$ cat src/rtl/pbrt_pkg.sv
// shared constants and types for the processor bus read controller
package pbrt_pkg;
  localparam logic [1:0] PBRT_SIZE_LONG = 2'h0;
  localparam logic [1:0] PBRT_SIZE_BYTE = 2'h1;
  localparam logic [1:0] PBRT_SIZE_WORD = 2'h2;
  localparam logic [1:0] PBRT_SIZE_LINE = 2'h3;
  localparam logic [1:0] PBRT_BEATS_LAST = 2'h3;
  localparam logic [31:0] PBRT_ADDR_RESET = 32'h0000_0000;
  localparam logic [31:0] PBRT_DATA_RESET = 32'h0000_0000;
  localparam int PBRT_ALIGN_LSB = 3;

  typedef enum logic [1:0] {
    PBRT_IDLE = 2'b00,
    PBRT_START = 2'b01,
    PBRT_WAIT = 2'b10
  } pbrt_state_t;
endpackage

$ cat src/rtl/pbrt_read_ctrl.sv
// read-side bus controller: single and line read transfers
//
// Behaviour
// RULE1: instruction fetches start at half-line aligned address
// RULE2: byte, word, long and line cycles supported
// RULE3: burst-inhibited line finished with three long reads
// RULE4: all bus signals on rising clock edge
// RULE5: cache inhibit input ignored on single reads
// RULE6: single reads when cache off or uncachable
// RULE7: start clock drives address, attributes, read, cache_inhibit_out_n
// RULE8: start clock asserts strobe and in-progress
// RULE9: transfer-start strobe lasts exactly one clock
// RULE10: slave drives byte lanes per size, address
// RULE11: slave acknowledges after zero or more waits
// RULE12: sample ack each clock; latch data on ack
// RULE13: in-progress held if next cycle ready, else drop
// RULE14: line reads move four aligned long words
// RULE15: slave wraps address bits three and two
// RULE16: address and attributes held stable for burst
// RULE17: burst inhibit forces three long-word cycles
// RULE18: inhibited line stays one indivisible transfer
// RULE19: burst inhibit examined on first beat only
// RULE20: cache inhibit latched on first line beat only
// RULE21: low address bits kept through follow-ups
// RULE22: master steps address bits three and two
// RULE23: reset leaves strobes negated and bus idle
`timescale 1ns/1ps
module pbrt_read_ctrl
  import pbrt_pkg::*;
(
  // clock and reset
  input wire logic core_clk_i,
  input wire logic rst_i,
  // access request from the memory units
  input wire logic req_valid_i,
  input wire logic [31:0] req_addr_i,
  input wire logic req_line_i,
  input wire logic req_instr_i,
  input wire logic [1:0] req_size_i,
  input wire logic req_cache_en_i,
  input wire logic req_cachable_i,
  input wire logic req_implicit_nc_i,
  input wire logic req_no_alloc_i,
  input wire logic [1:0] req_transfer_type_i,
  input wire logic [2:0] req_transfer_modifier_i,
  input wire logic req_page_user_bit1_i,
  input wire logic req_page_user_bit0_i,
  output logic req_ready_o,
  // answer to the memory units
  output logic rsp_valid_o,
  output logic [31:0] rsp_data_o,
  output logic [1:0] rsp_beat_o,
  output logic rsp_last_o,
  output logic rsp_cache_inhibit_o,
  // external bus
  output logic [31:0] bus_addr_o,
  output logic [1:0] transfer_type_o,
  output logic [2:0] transfer_modifier_o,
  output logic [1:0] user_page_attr_o,
  output logic size_hi_o,
  output logic size_lo_o,
  output logic read_write_o,
  output logic cache_inhibit_out_n_o,
  output logic transfer_start_n_o,
  output logic transfer_in_progress_n_o,
  input wire logic [31:0] bus_data_i,
  input wire logic transfer_ack_n_i,
  input wire logic burst_inhibit_n_i,
  input wire logic cache_inhibit_in_n_i
);
  pbrt_state_t state_reg;
  pbrt_state_t state_next;
  logic [31:0] addr_reg;
  logic [1:0] size_reg;
  logic line_reg;
  logic inhibited_reg;
  logic [1:0] beat_reg;
  logic [1:0] tt_reg;
  logic [2:0] tm_reg;
  logic [1:0] upa_reg;
  logic cache_inhibit_out_n_n_reg;
  logic ts_n_reg;
  logic tip_n_reg;
  logic ready_reg;
  logic rsp_valid_reg;
  logic [31:0] rsp_data_reg;
  logic [1:0] rsp_beat_reg;
  logic rsp_last_reg;
  logic rsp_ci_reg;
  logic ci_first_reg;
  logic rw_reg;

  wire use_line;
  wire [31:0] start_addr;
  wire [1:0] start_size;
  wire take_req;
  wire ack;
  wire first_beat;
  wire beat_last;
  wire inhibit_now;
  wire ci_now;
  wire follow_up;
  wire more_cycles;
  wire [31:0] step_addr;
  wire [1:0] beat_inc;
  wire single_long;
  wire wait_ack;

  // line only when cache on, page cachable and the miss allocates
  assign use_line = req_line_i & req_cache_en_i & req_cachable_i
    & ~req_implicit_nc_i & ~req_no_alloc_i; // [RULE6] [RULE14]
  // instruction fetch rounds down to the half-line
  assign start_addr = req_instr_i ?
    {req_addr_i[31:PBRT_ALIGN_LSB], 3'h0} : req_addr_i; // [RULE1]
  // fall-back singles of a line and fetches go out as long words
  assign single_long = req_instr_i | req_line_i
    | (req_size_i == PBRT_SIZE_LINE); // [RULE6]
  assign start_size = use_line ? PBRT_SIZE_LINE :
    (single_long ? PBRT_SIZE_LONG : req_size_i); // [RULE2]
  assign take_req = req_valid_i & ready_reg & (state_reg == PBRT_IDLE);
  assign ack = ~transfer_ack_n_i; // [RULE4] [RULE11]
  // an ack seen during the start clock belongs to no cycle
  assign wait_ack = ack & (state_reg == PBRT_WAIT); // [RULE12]
  assign first_beat = line_reg & ~inhibited_reg & (beat_reg == 2'h0);
  // burst inhibit only counts on the first beat of a line
  assign inhibit_now = first_beat & ~burst_inhibit_n_i; // [RULE19]
  assign ci_now = first_beat & ~cache_inhibit_in_n_i; // [RULE5] [RULE20]
  assign beat_last = ~line_reg | (beat_reg == PBRT_BEATS_LAST);
  assign follow_up = ack & (state_reg == PBRT_WAIT) & line_reg
    & (inhibited_reg | inhibit_now) & ~beat_last; // [RULE3] [RULE17]
  assign more_cycles = follow_up | (req_valid_i & ~ack)
    | (req_valid_i & beat_last); // [RULE13]
  assign beat_inc = beat_reg + 2'h1;

  pbrt_addr_step u_addr_step
  (
    .addr_i(addr_reg),
    .addr_o(step_addr)
  );

  always_comb
  begin
    state_next = state_reg;
    case (state_reg)
      PBRT_IDLE:
      begin
        if (take_req)
        begin
          state_next = PBRT_START;
        end
      end
      PBRT_START:
      begin
        state_next = PBRT_WAIT;
      end
      PBRT_WAIT:
      begin
        if (ack & follow_up)
        begin
          state_next = PBRT_START; // [RULE18]
        end
        else if (ack & beat_last)
        begin
          state_next = PBRT_IDLE;
        end
      end
      default:
      begin
        state_next = PBRT_IDLE;
      end
    endcase
  end

  always_ff @(posedge core_clk_i)
  begin
    if (rst_i)
    begin
      state_reg <= PBRT_IDLE; // [RULE23]
    end
    else
    begin
      state_reg <= state_next;
    end
  end

  // address and attribute registers: steady for a burst line; the address steps on inhibited follow-ups
  always_ff @(posedge core_clk_i)
  begin
    if (rst_i)
    begin
      addr_reg <= PBRT_ADDR_RESET;
      line_reg <= 1'b0;
      tt_reg <= 2'h0;
      tm_reg <= 3'h0;
      upa_reg <= 2'h0;
      cache_inhibit_out_n_n_reg <= 1'b1;
    end
    else if (take_req)
    begin
      addr_reg <= start_addr; // [RULE7] [RULE21]
      line_reg <= use_line;
      tt_reg <= req_transfer_type_i;
      tm_reg <= req_transfer_modifier_i;
      upa_reg <= {req_page_user_bit1_i, req_page_user_bit0_i};
      cache_inhibit_out_n_n_reg <= use_line; // [RULE7]
    end
    else if (follow_up)
    begin
      addr_reg <= step_addr; // [RULE22] [RULE21]
    end
  end

  // bus size: follow-ups of an inhibited line go out as long words
  always_ff @(posedge core_clk_i)
  begin
    if (rst_i)
    begin
      size_reg <= PBRT_SIZE_LONG;
    end
    else if (take_req)
    begin
      size_reg <= start_size; // [RULE2]
    end
    else if (follow_up)
    begin
      size_reg <= PBRT_SIZE_LONG; // [RULE3] [RULE17]
    end
  end

  always_ff @(posedge core_clk_i)
  begin
    if (rst_i)
    begin
      inhibited_reg <= 1'b0;
      beat_reg <= 2'h0;
      ci_first_reg <= 1'b0;
    end
    else if (take_req)
    begin
      inhibited_reg <= 1'b0;
      beat_reg <= 2'h0;
      ci_first_reg <= 1'b0;
    end
    else if (wait_ack)
    begin
      beat_reg <= beat_inc;
      if (inhibit_now)
      begin
        inhibited_reg <= 1'b1; // [RULE17]
      end
      if (ci_now)
      begin
        ci_first_reg <= 1'b1; // [RULE20]
      end
    end
  end

  // start strobe lasts one clock per bus cycle
  always_ff @(posedge core_clk_i)
  begin
    if (rst_i)
    begin
      ts_n_reg <= 1'b1; // [RULE23]
      rw_reg <= 1'b1;
    end
    else
    begin
      ts_n_reg <= ~(take_req | follow_up); // [RULE8] [RULE9]
      rw_reg <= 1'b1; // [RULE7]
    end
  end

  // in-progress from the first start to the end of the line
  // a pending request keeps it low so back-to-back cycles do not glitch
  always_ff @(posedge core_clk_i)
  begin
    if (rst_i)
    begin
      tip_n_reg <= 1'b1; // [RULE23]
    end
    else if (take_req | follow_up)
    begin
      tip_n_reg <= 1'b0; // [RULE8]
    end
    else if (wait_ack & beat_last & ~more_cycles)
    begin
      tip_n_reg <= 1'b1; // [RULE13]
    end
  end

  // accept a request only between lines, so nothing splits one
  always_ff @(posedge core_clk_i)
  begin
    if (rst_i)
    begin
      ready_reg <= 1'b0;
    end
    else
    begin
      ready_reg <= (state_next == PBRT_IDLE) & ~take_req; // [RULE18]
    end
  end

  // data is latched only on an edge that carries acknowledge
  always_ff @(posedge core_clk_i)
  begin
    if (rst_i)
    begin
      rsp_valid_reg <= 1'b0;
      rsp_data_reg <= PBRT_DATA_RESET;
      rsp_beat_reg <= 2'h0;
      rsp_last_reg <= 1'b0;
      rsp_ci_reg <= 1'b0;
    end
    else
    begin
      rsp_valid_reg <= wait_ack; // [RULE12]
      if (wait_ack)
      begin
        rsp_data_reg <= bus_data_i; // [RULE12] [RULE10]
        rsp_beat_reg <= beat_reg;
        rsp_last_reg <= beat_last;
        rsp_ci_reg <= line_reg & (ci_first_reg | ci_now); // [RULE5]
      end
    end
  end

  assign req_ready_o = ready_reg;
  assign rsp_valid_o = rsp_valid_reg;
  assign rsp_data_o = rsp_data_reg;
  assign rsp_beat_o = rsp_beat_reg;
  assign rsp_last_o = rsp_last_reg;
  assign rsp_cache_inhibit_o = rsp_ci_reg;
  assign bus_addr_o = addr_reg; // [RULE16]
  assign transfer_type_o = tt_reg;
  assign transfer_modifier_o = tm_reg;
  assign user_page_attr_o = upa_reg;
  assign size_hi_o = size_reg[1]; // [RULE2]
  assign size_lo_o = size_reg[0];
  assign read_write_o = rw_reg; // [RULE7]
  assign cache_inhibit_out_n_o = cache_inhibit_out_n_n_reg;
  assign transfer_start_n_o = ts_n_reg;
  assign transfer_in_progress_n_o = tip_n_reg;
endmodule

$ cat src/rtl/pbrt_addr_step.sv
// long-word address step for line follow-up cycles
`timescale 1ns/1ps
module pbrt_addr_step
(
  // current address
  input wire logic [31:0] addr_i,
  // stepped address
  output logic [31:0] addr_o
);
  wire [1:0] lw_next;

  assign lw_next = addr_i[3:2] + 2'h1;
  // wrap within the 16-byte block, keep a1..a0 untouched
  assign addr_o = {addr_i[31:4], lw_next, addr_i[1:0]};
endmodule

$ cat config.mk
export PLATFORM = sky130hd
export DESIGN_NAME = pbrt_read_ctrl
export DESIGN_NICKNAME = d
export VERILOG_FILES = /design/src/rtl/pbrt_pkg.sv /design/src/rtl/pbrt_read_ctrl.sv /design/src/rtl/pbrt_addr_step.sv
export SDC_FILE = /design/constraint.sdc
export NUM_CORES = 1
export LEC_CHECK = 0
export BUFFER_PORTS_ARGS = -buffer_cell sky130_fd_sc_hd__buf_2
export CAP_MARGIN = 30
export CORE_UTILIZATION = 42
export DETAILED_ROUTE_END_ITERATION = 6
export GPL_ROUTABILITY_DRIVEN = 0
export GPL_TIMING_DRIVEN = 0
export MAX_ROUTING_LAYER = met4
export PLACE_DENSITY = 0.82
export SYNTH_ARGS = -nofsm -noshare
export SYNTH_HDL_FRONTEND = slang
export SYNTH_HIERARCHICAL = 1
export SYNTH_SLANG_ARGS = --single-unit
$ cat constraint.sdc
create_clock -name core_clk_i -period 1.8 [get_ports core_clk_i]
set_input_delay 0.09 -clock core_clk_i [delete_from_list [all_inputs] [get_ports core_clk_i]]
set_output_delay 0.09 -clock core_clk_i [all_outputs]
set_load 0.02 [all_outputs]
# [After elaboration in Yosys (flattened, before gate mapping)]
# Index checks and enable logic that the tools add are counted.
[totals] regBits=89 output_inout_bits=83 inputBits=85 wordCells=88
[op_classes] eq_ne=4 n_reduce_logical=8 muxes=13 bitwise_logic=41 n_addsub=2
[ops] op="32-bit two-way mux" n=1
[ops] op="1-bit bitwise AND" n=22
[ops] op="2-bit two-way mux" n=7
[ops] op="1-bit inverter" n=11
[ops] op="1-bit OR" n=8
[ops] op="2-bit == test (second input constant)" n=3
[ops] op="2-bit zero test" n=3
[ops] op="2-bit one-hot mux with 3 select lines" n=1
[ops] op="2-bit by 1-bit adder with 2-bit output (second input constant)" n=2
[ops] op="4-bit two-way mux" n=1
[ops] op="2-bit AND reduction" n=2
[ops] op="2-bit nonzero test" n=2
[ops] op="3-bit two-way mux" n=1
[ops] op="2-bit by 1-bit == test with 1-bit output (second input constant)" n=1
[ops] op="1-bit two-way mux" n=2
[ops] op="2-bit OR reduction" n=1

# [Longest topological paths before layout]
[depth] word_depth=13 mapped_depth=8 ltp_nobuf=6

# [By module]
# Netlist, hierarchy kept.
[modules_own_cells] module="pbrt_read_ctrl" n_inst=1 area_per_inst_um2=3417.0 cells_each=367
[modules_own_cells] module="pbrt_addr_step" n_inst=1 area_per_inst_um2=237.7 cells_each=32

# [Worst setup path before layout]
# No wires, ideal clock.
[synth_timing] path_type="register -> register" from="register, netlist name beat_reg[0]" to="register addr_reg[1], in the netlist bus_addr_o[1]" n_path_buf=2 t_required_ps=1730 setup_time_ps=70 setup_slack_ps=123 arrival_time_ps=1607 path_stages_with_launch=9 period_less_slack_ps=1677 path_cell_list="dfxtp_1 inv_1 ha_1 and3b_1 o211ai_2 nor2b_1 clkbuf_1 buf_2 o2bb2ai_1"
[synth_rtl] element="end signal: assignment" line="pbrt_read_ctrl.sv:200" text="addr_reg <= start_addr;"
[synth_rtl] element="end signal: assignment" line="pbrt_read_ctrl.sv:209" text="addr_reg <= step_addr;"
[synth_rtl] element="end: declaration" line="pbrt_read_ctrl.sv:73" text="logic [31:0] addr_reg;"

==> key figures <==
Synthesis
  – Post-synth EDFFs: 0
  – Most frequent cells after synthesis: nand2_1 (93), dfxtp_1 (89), a21oi_1 (50)
  – Yosys warning total: 6
  – Cells after synthesis: 399
  – Area share of the largest cell type after synthesis: approximately half
  – Ys flop type: dfxtp_1
  – #FFs+latches synth: around 90
  – Post-synth top area cell: dfxtp_1
  – Top cells by area, synth: dfxtp_1 (49%), nand2_1 (9.6%), mux2i_1 (7.9%), o2bb2ai_1 (7.9%), a21oi_1 (6.8%)
  – Syn avg cell area: slightly above 9 µm²
  – Sequential element share of the synthesized area: about half
  – Synth async-reset ratio: 0%
  – Count of cell types in the netlist: 34
  – Count leader, synth: nand2_1
  – Syn nets: just under 500
  – Synthesized area: 3650 µm²

Route
  – Drt wl/cell: ~14 µm
  – ANT nets after route: 0
  – Drc violations: 0
  – Vias/cell: approximately 4.8
  – WL final: slightly above 10 mm
  – Via count: around 3500
  – Initial drt markers: 58
  – Drt pass-1 iters: 4

Worst setup path
  – Worst-path fanout max: 10
  – Critical path type: reg2reg
  – Slack of the worst reg-to-reg path: between 0.09 and 0.1 ns
  – Reg2reg start: beat_reg[0]
  – Arrival time worst endpoint: between 1.5 and 2 ns
  – Critical Path RT: ~2.1 ns
  – Setup crit start: beat_reg[0]
  – Crit start category: register
  – Critical Path Sink Type: register
  – Reg2reg path depth: 8
  – Endpoint of the worst register-to-register path: bus_addr_o[27]

Clock tree
  – Clk sinks: 89
  – Root buffer cell: clkbuf_8
  – H-Tree Depth: 3
  – Clk pin slew, worst setup/hold paths: 0.09 ns
  – Cts bufs inserted: 9
  – Clock buffer depth: 2
  – TritonCTS clock tree: yes
  – Later-pin clock latency in the skew report: 0.35 ns

Timing
  – # setup viols final: 0
  – Setup TNS: 0 ns
  – Final hold vios: 0
  – Final Skew: about 0.0077 ns
  – RSZ-0062 raised after global routing: true
  – Final setup margin: roughly 0.090 ns
  – Hold WS: approximately 0.018 ns
  – Slew headroom: around 64%
  – Pins Over Slew Limit: 0
  – Final Critical Period: 1.71 ns
  – Max Fclk: 585 MHz
  – Period utilization: between 90% and 100%
  – Tightest Pin Transition: ~0.54 ns

Run
  – MaxCap Viol Count: 0

Floorplanning
  – Row cnt: 33
  – Core Area: between 8000 and 9000 µm²
  – Die span in x: about 95 µm
  – Boundary Pins: 168
  – Total Die Area: around 9100 µm²
  – Initial Util: around 44%
  – Chip height: 95.3 µm

Cells and area
  – Layout cells sized above 1: about two fifths
  – Antenna Cells: 0
  – Total Nets Final: slightly above 700
  – Design area: between 5000 and 6000 µm²
  – Area grow syn2layout: 49.4%

Pwr
  – Pleak: about 0.0024 µW
  – Power, Total: ~4100 µW
  – Worst ir drop on vdd: approximately 0.46 mV
  – Pwr/cell area: approximately 750 nW/µm²

GRT
  – Global route total overflow: 0
  – First-pass GRT wire length: ~15 mm
  – Vias in the first global route: roughly 3200
  – GRT Util Overall: about 22%
  – Initial antenna violation count: 0
  – Largest net degree at the start of global routing: 16

Placed design
  – Hpwl dp: approximately 6.8 mm
  – Dpl cell area: around 4600 µm²
  – Port bufs: approximately 170
  – Pre-CTS setup slack: -0.254 ns

Worst hold path
  – Hold_sp: req_addr_i[28]
  – HP Class: in2reg
  – WHS Endpoint: bus_addr_o[28]
  – Hold Crit Depth: 3

Outcome
  – Run status: completed
[layout make-up]
type	count	area, µm²
Buffer	58	418
Clock buffer	10	138
Clock inverter	6	66.3
Fill cell	660	2840
Inverter	5	18.8
Multi-Input combinational cell	246	1520
Sequential cell	89	1790
Tap cell	105	131
Timing Repair Buffer	218	1380
[worst max-delay path by stage]
stage / to / slack, ns / cells past startpoint
floorplan: bus_addr_o[1] / 0.12 / 8
global placement: bus_addr_o[6] / -0.20 / 8
detailed placement: bus_addr_o[27] / -0.25 / 8
CTS: bus_addr_o[27] / -0.002 / 8
global route: bus_addr_o[27] / -0.01 / 8
finish: bus_addr_o[27] / 0.09 / 8
[kinds of logic after synthesis]
group | count (synthesis) | share of synthesized area, %
AND/OR/NAND/NOR | 120 | 14.3
AO/OA/AOI/OAI | 92 | 17.0
flip-flops | 89 | 48.8
buffers and inverters | 64 | 10.7
XOR/XNOR | 2 | 0.479
other | 1 | 0.103
adder cells (fa/ha/maj) | 2 | 0.685
multiplexers | 29 | 7.94
[per-stage QoR]
step           utilization [%]  std cells
2_1_floorplan                -        399
3_3_place_gp              55.6        669
3_5_place_dp              55.6        669
4_1_cts                   63.6        731
5_1_grt                   65.8        737
6_report                  65.8        737
[report_power, final]
part	total (µW)	internal, µW	switching [µW]
Combinational	652	331	321
Sequential	2060	2020	35.8
Clock	1400	682	717
Total	4110	3030	1070
[cells in the final DEF (no fill, tap or decap), types with 3 or more instances in the layout]
master / count
a21oi_1: 50
buf_2: 169
buf_4: 42
buf_8: 5
clkbuf_1: 12
clkbuf_16: 3
clkbuf_8: 10
clkinvlp_4: 3
dfxtp_1: 87
dlygate4sd3_1: 41
inv_1: 3
mux2i_1: 29
nand2_1: 93
nand3_1: 3
nor2_1: 9
nor3b_1: 4
o2bb2ai_1: 32
[critical path: stages (launching register included)]
cell	delay, ns
dfxtp_4	0.37
inv_2	0.05
ha_4	0.15
and3b_2	0.23
o211ai_4	0.20
nor2b_4	0.23
buf_8	0.16
buf_8	0.13
o2bb2ai_1	0.12
[per-layer routing]
metal	global-route usage [%]	part of all wire, %
met3	5.34	6.9
met2	38.3	49
met5	-	0
met4	7.20	0.96
met1	24.1	43
[timing repair]
item,4_1_cts,5_1_grt
endpoints found under the setup margin,30,52
resized for setup,7,25
pin swaps,1,1
gates cloned,0,3
hold buffers,41,0
setup buffers,5,4
endpoints found under the hold margin,41,0
Note: power is estimated with default switching activity, not from simulation.
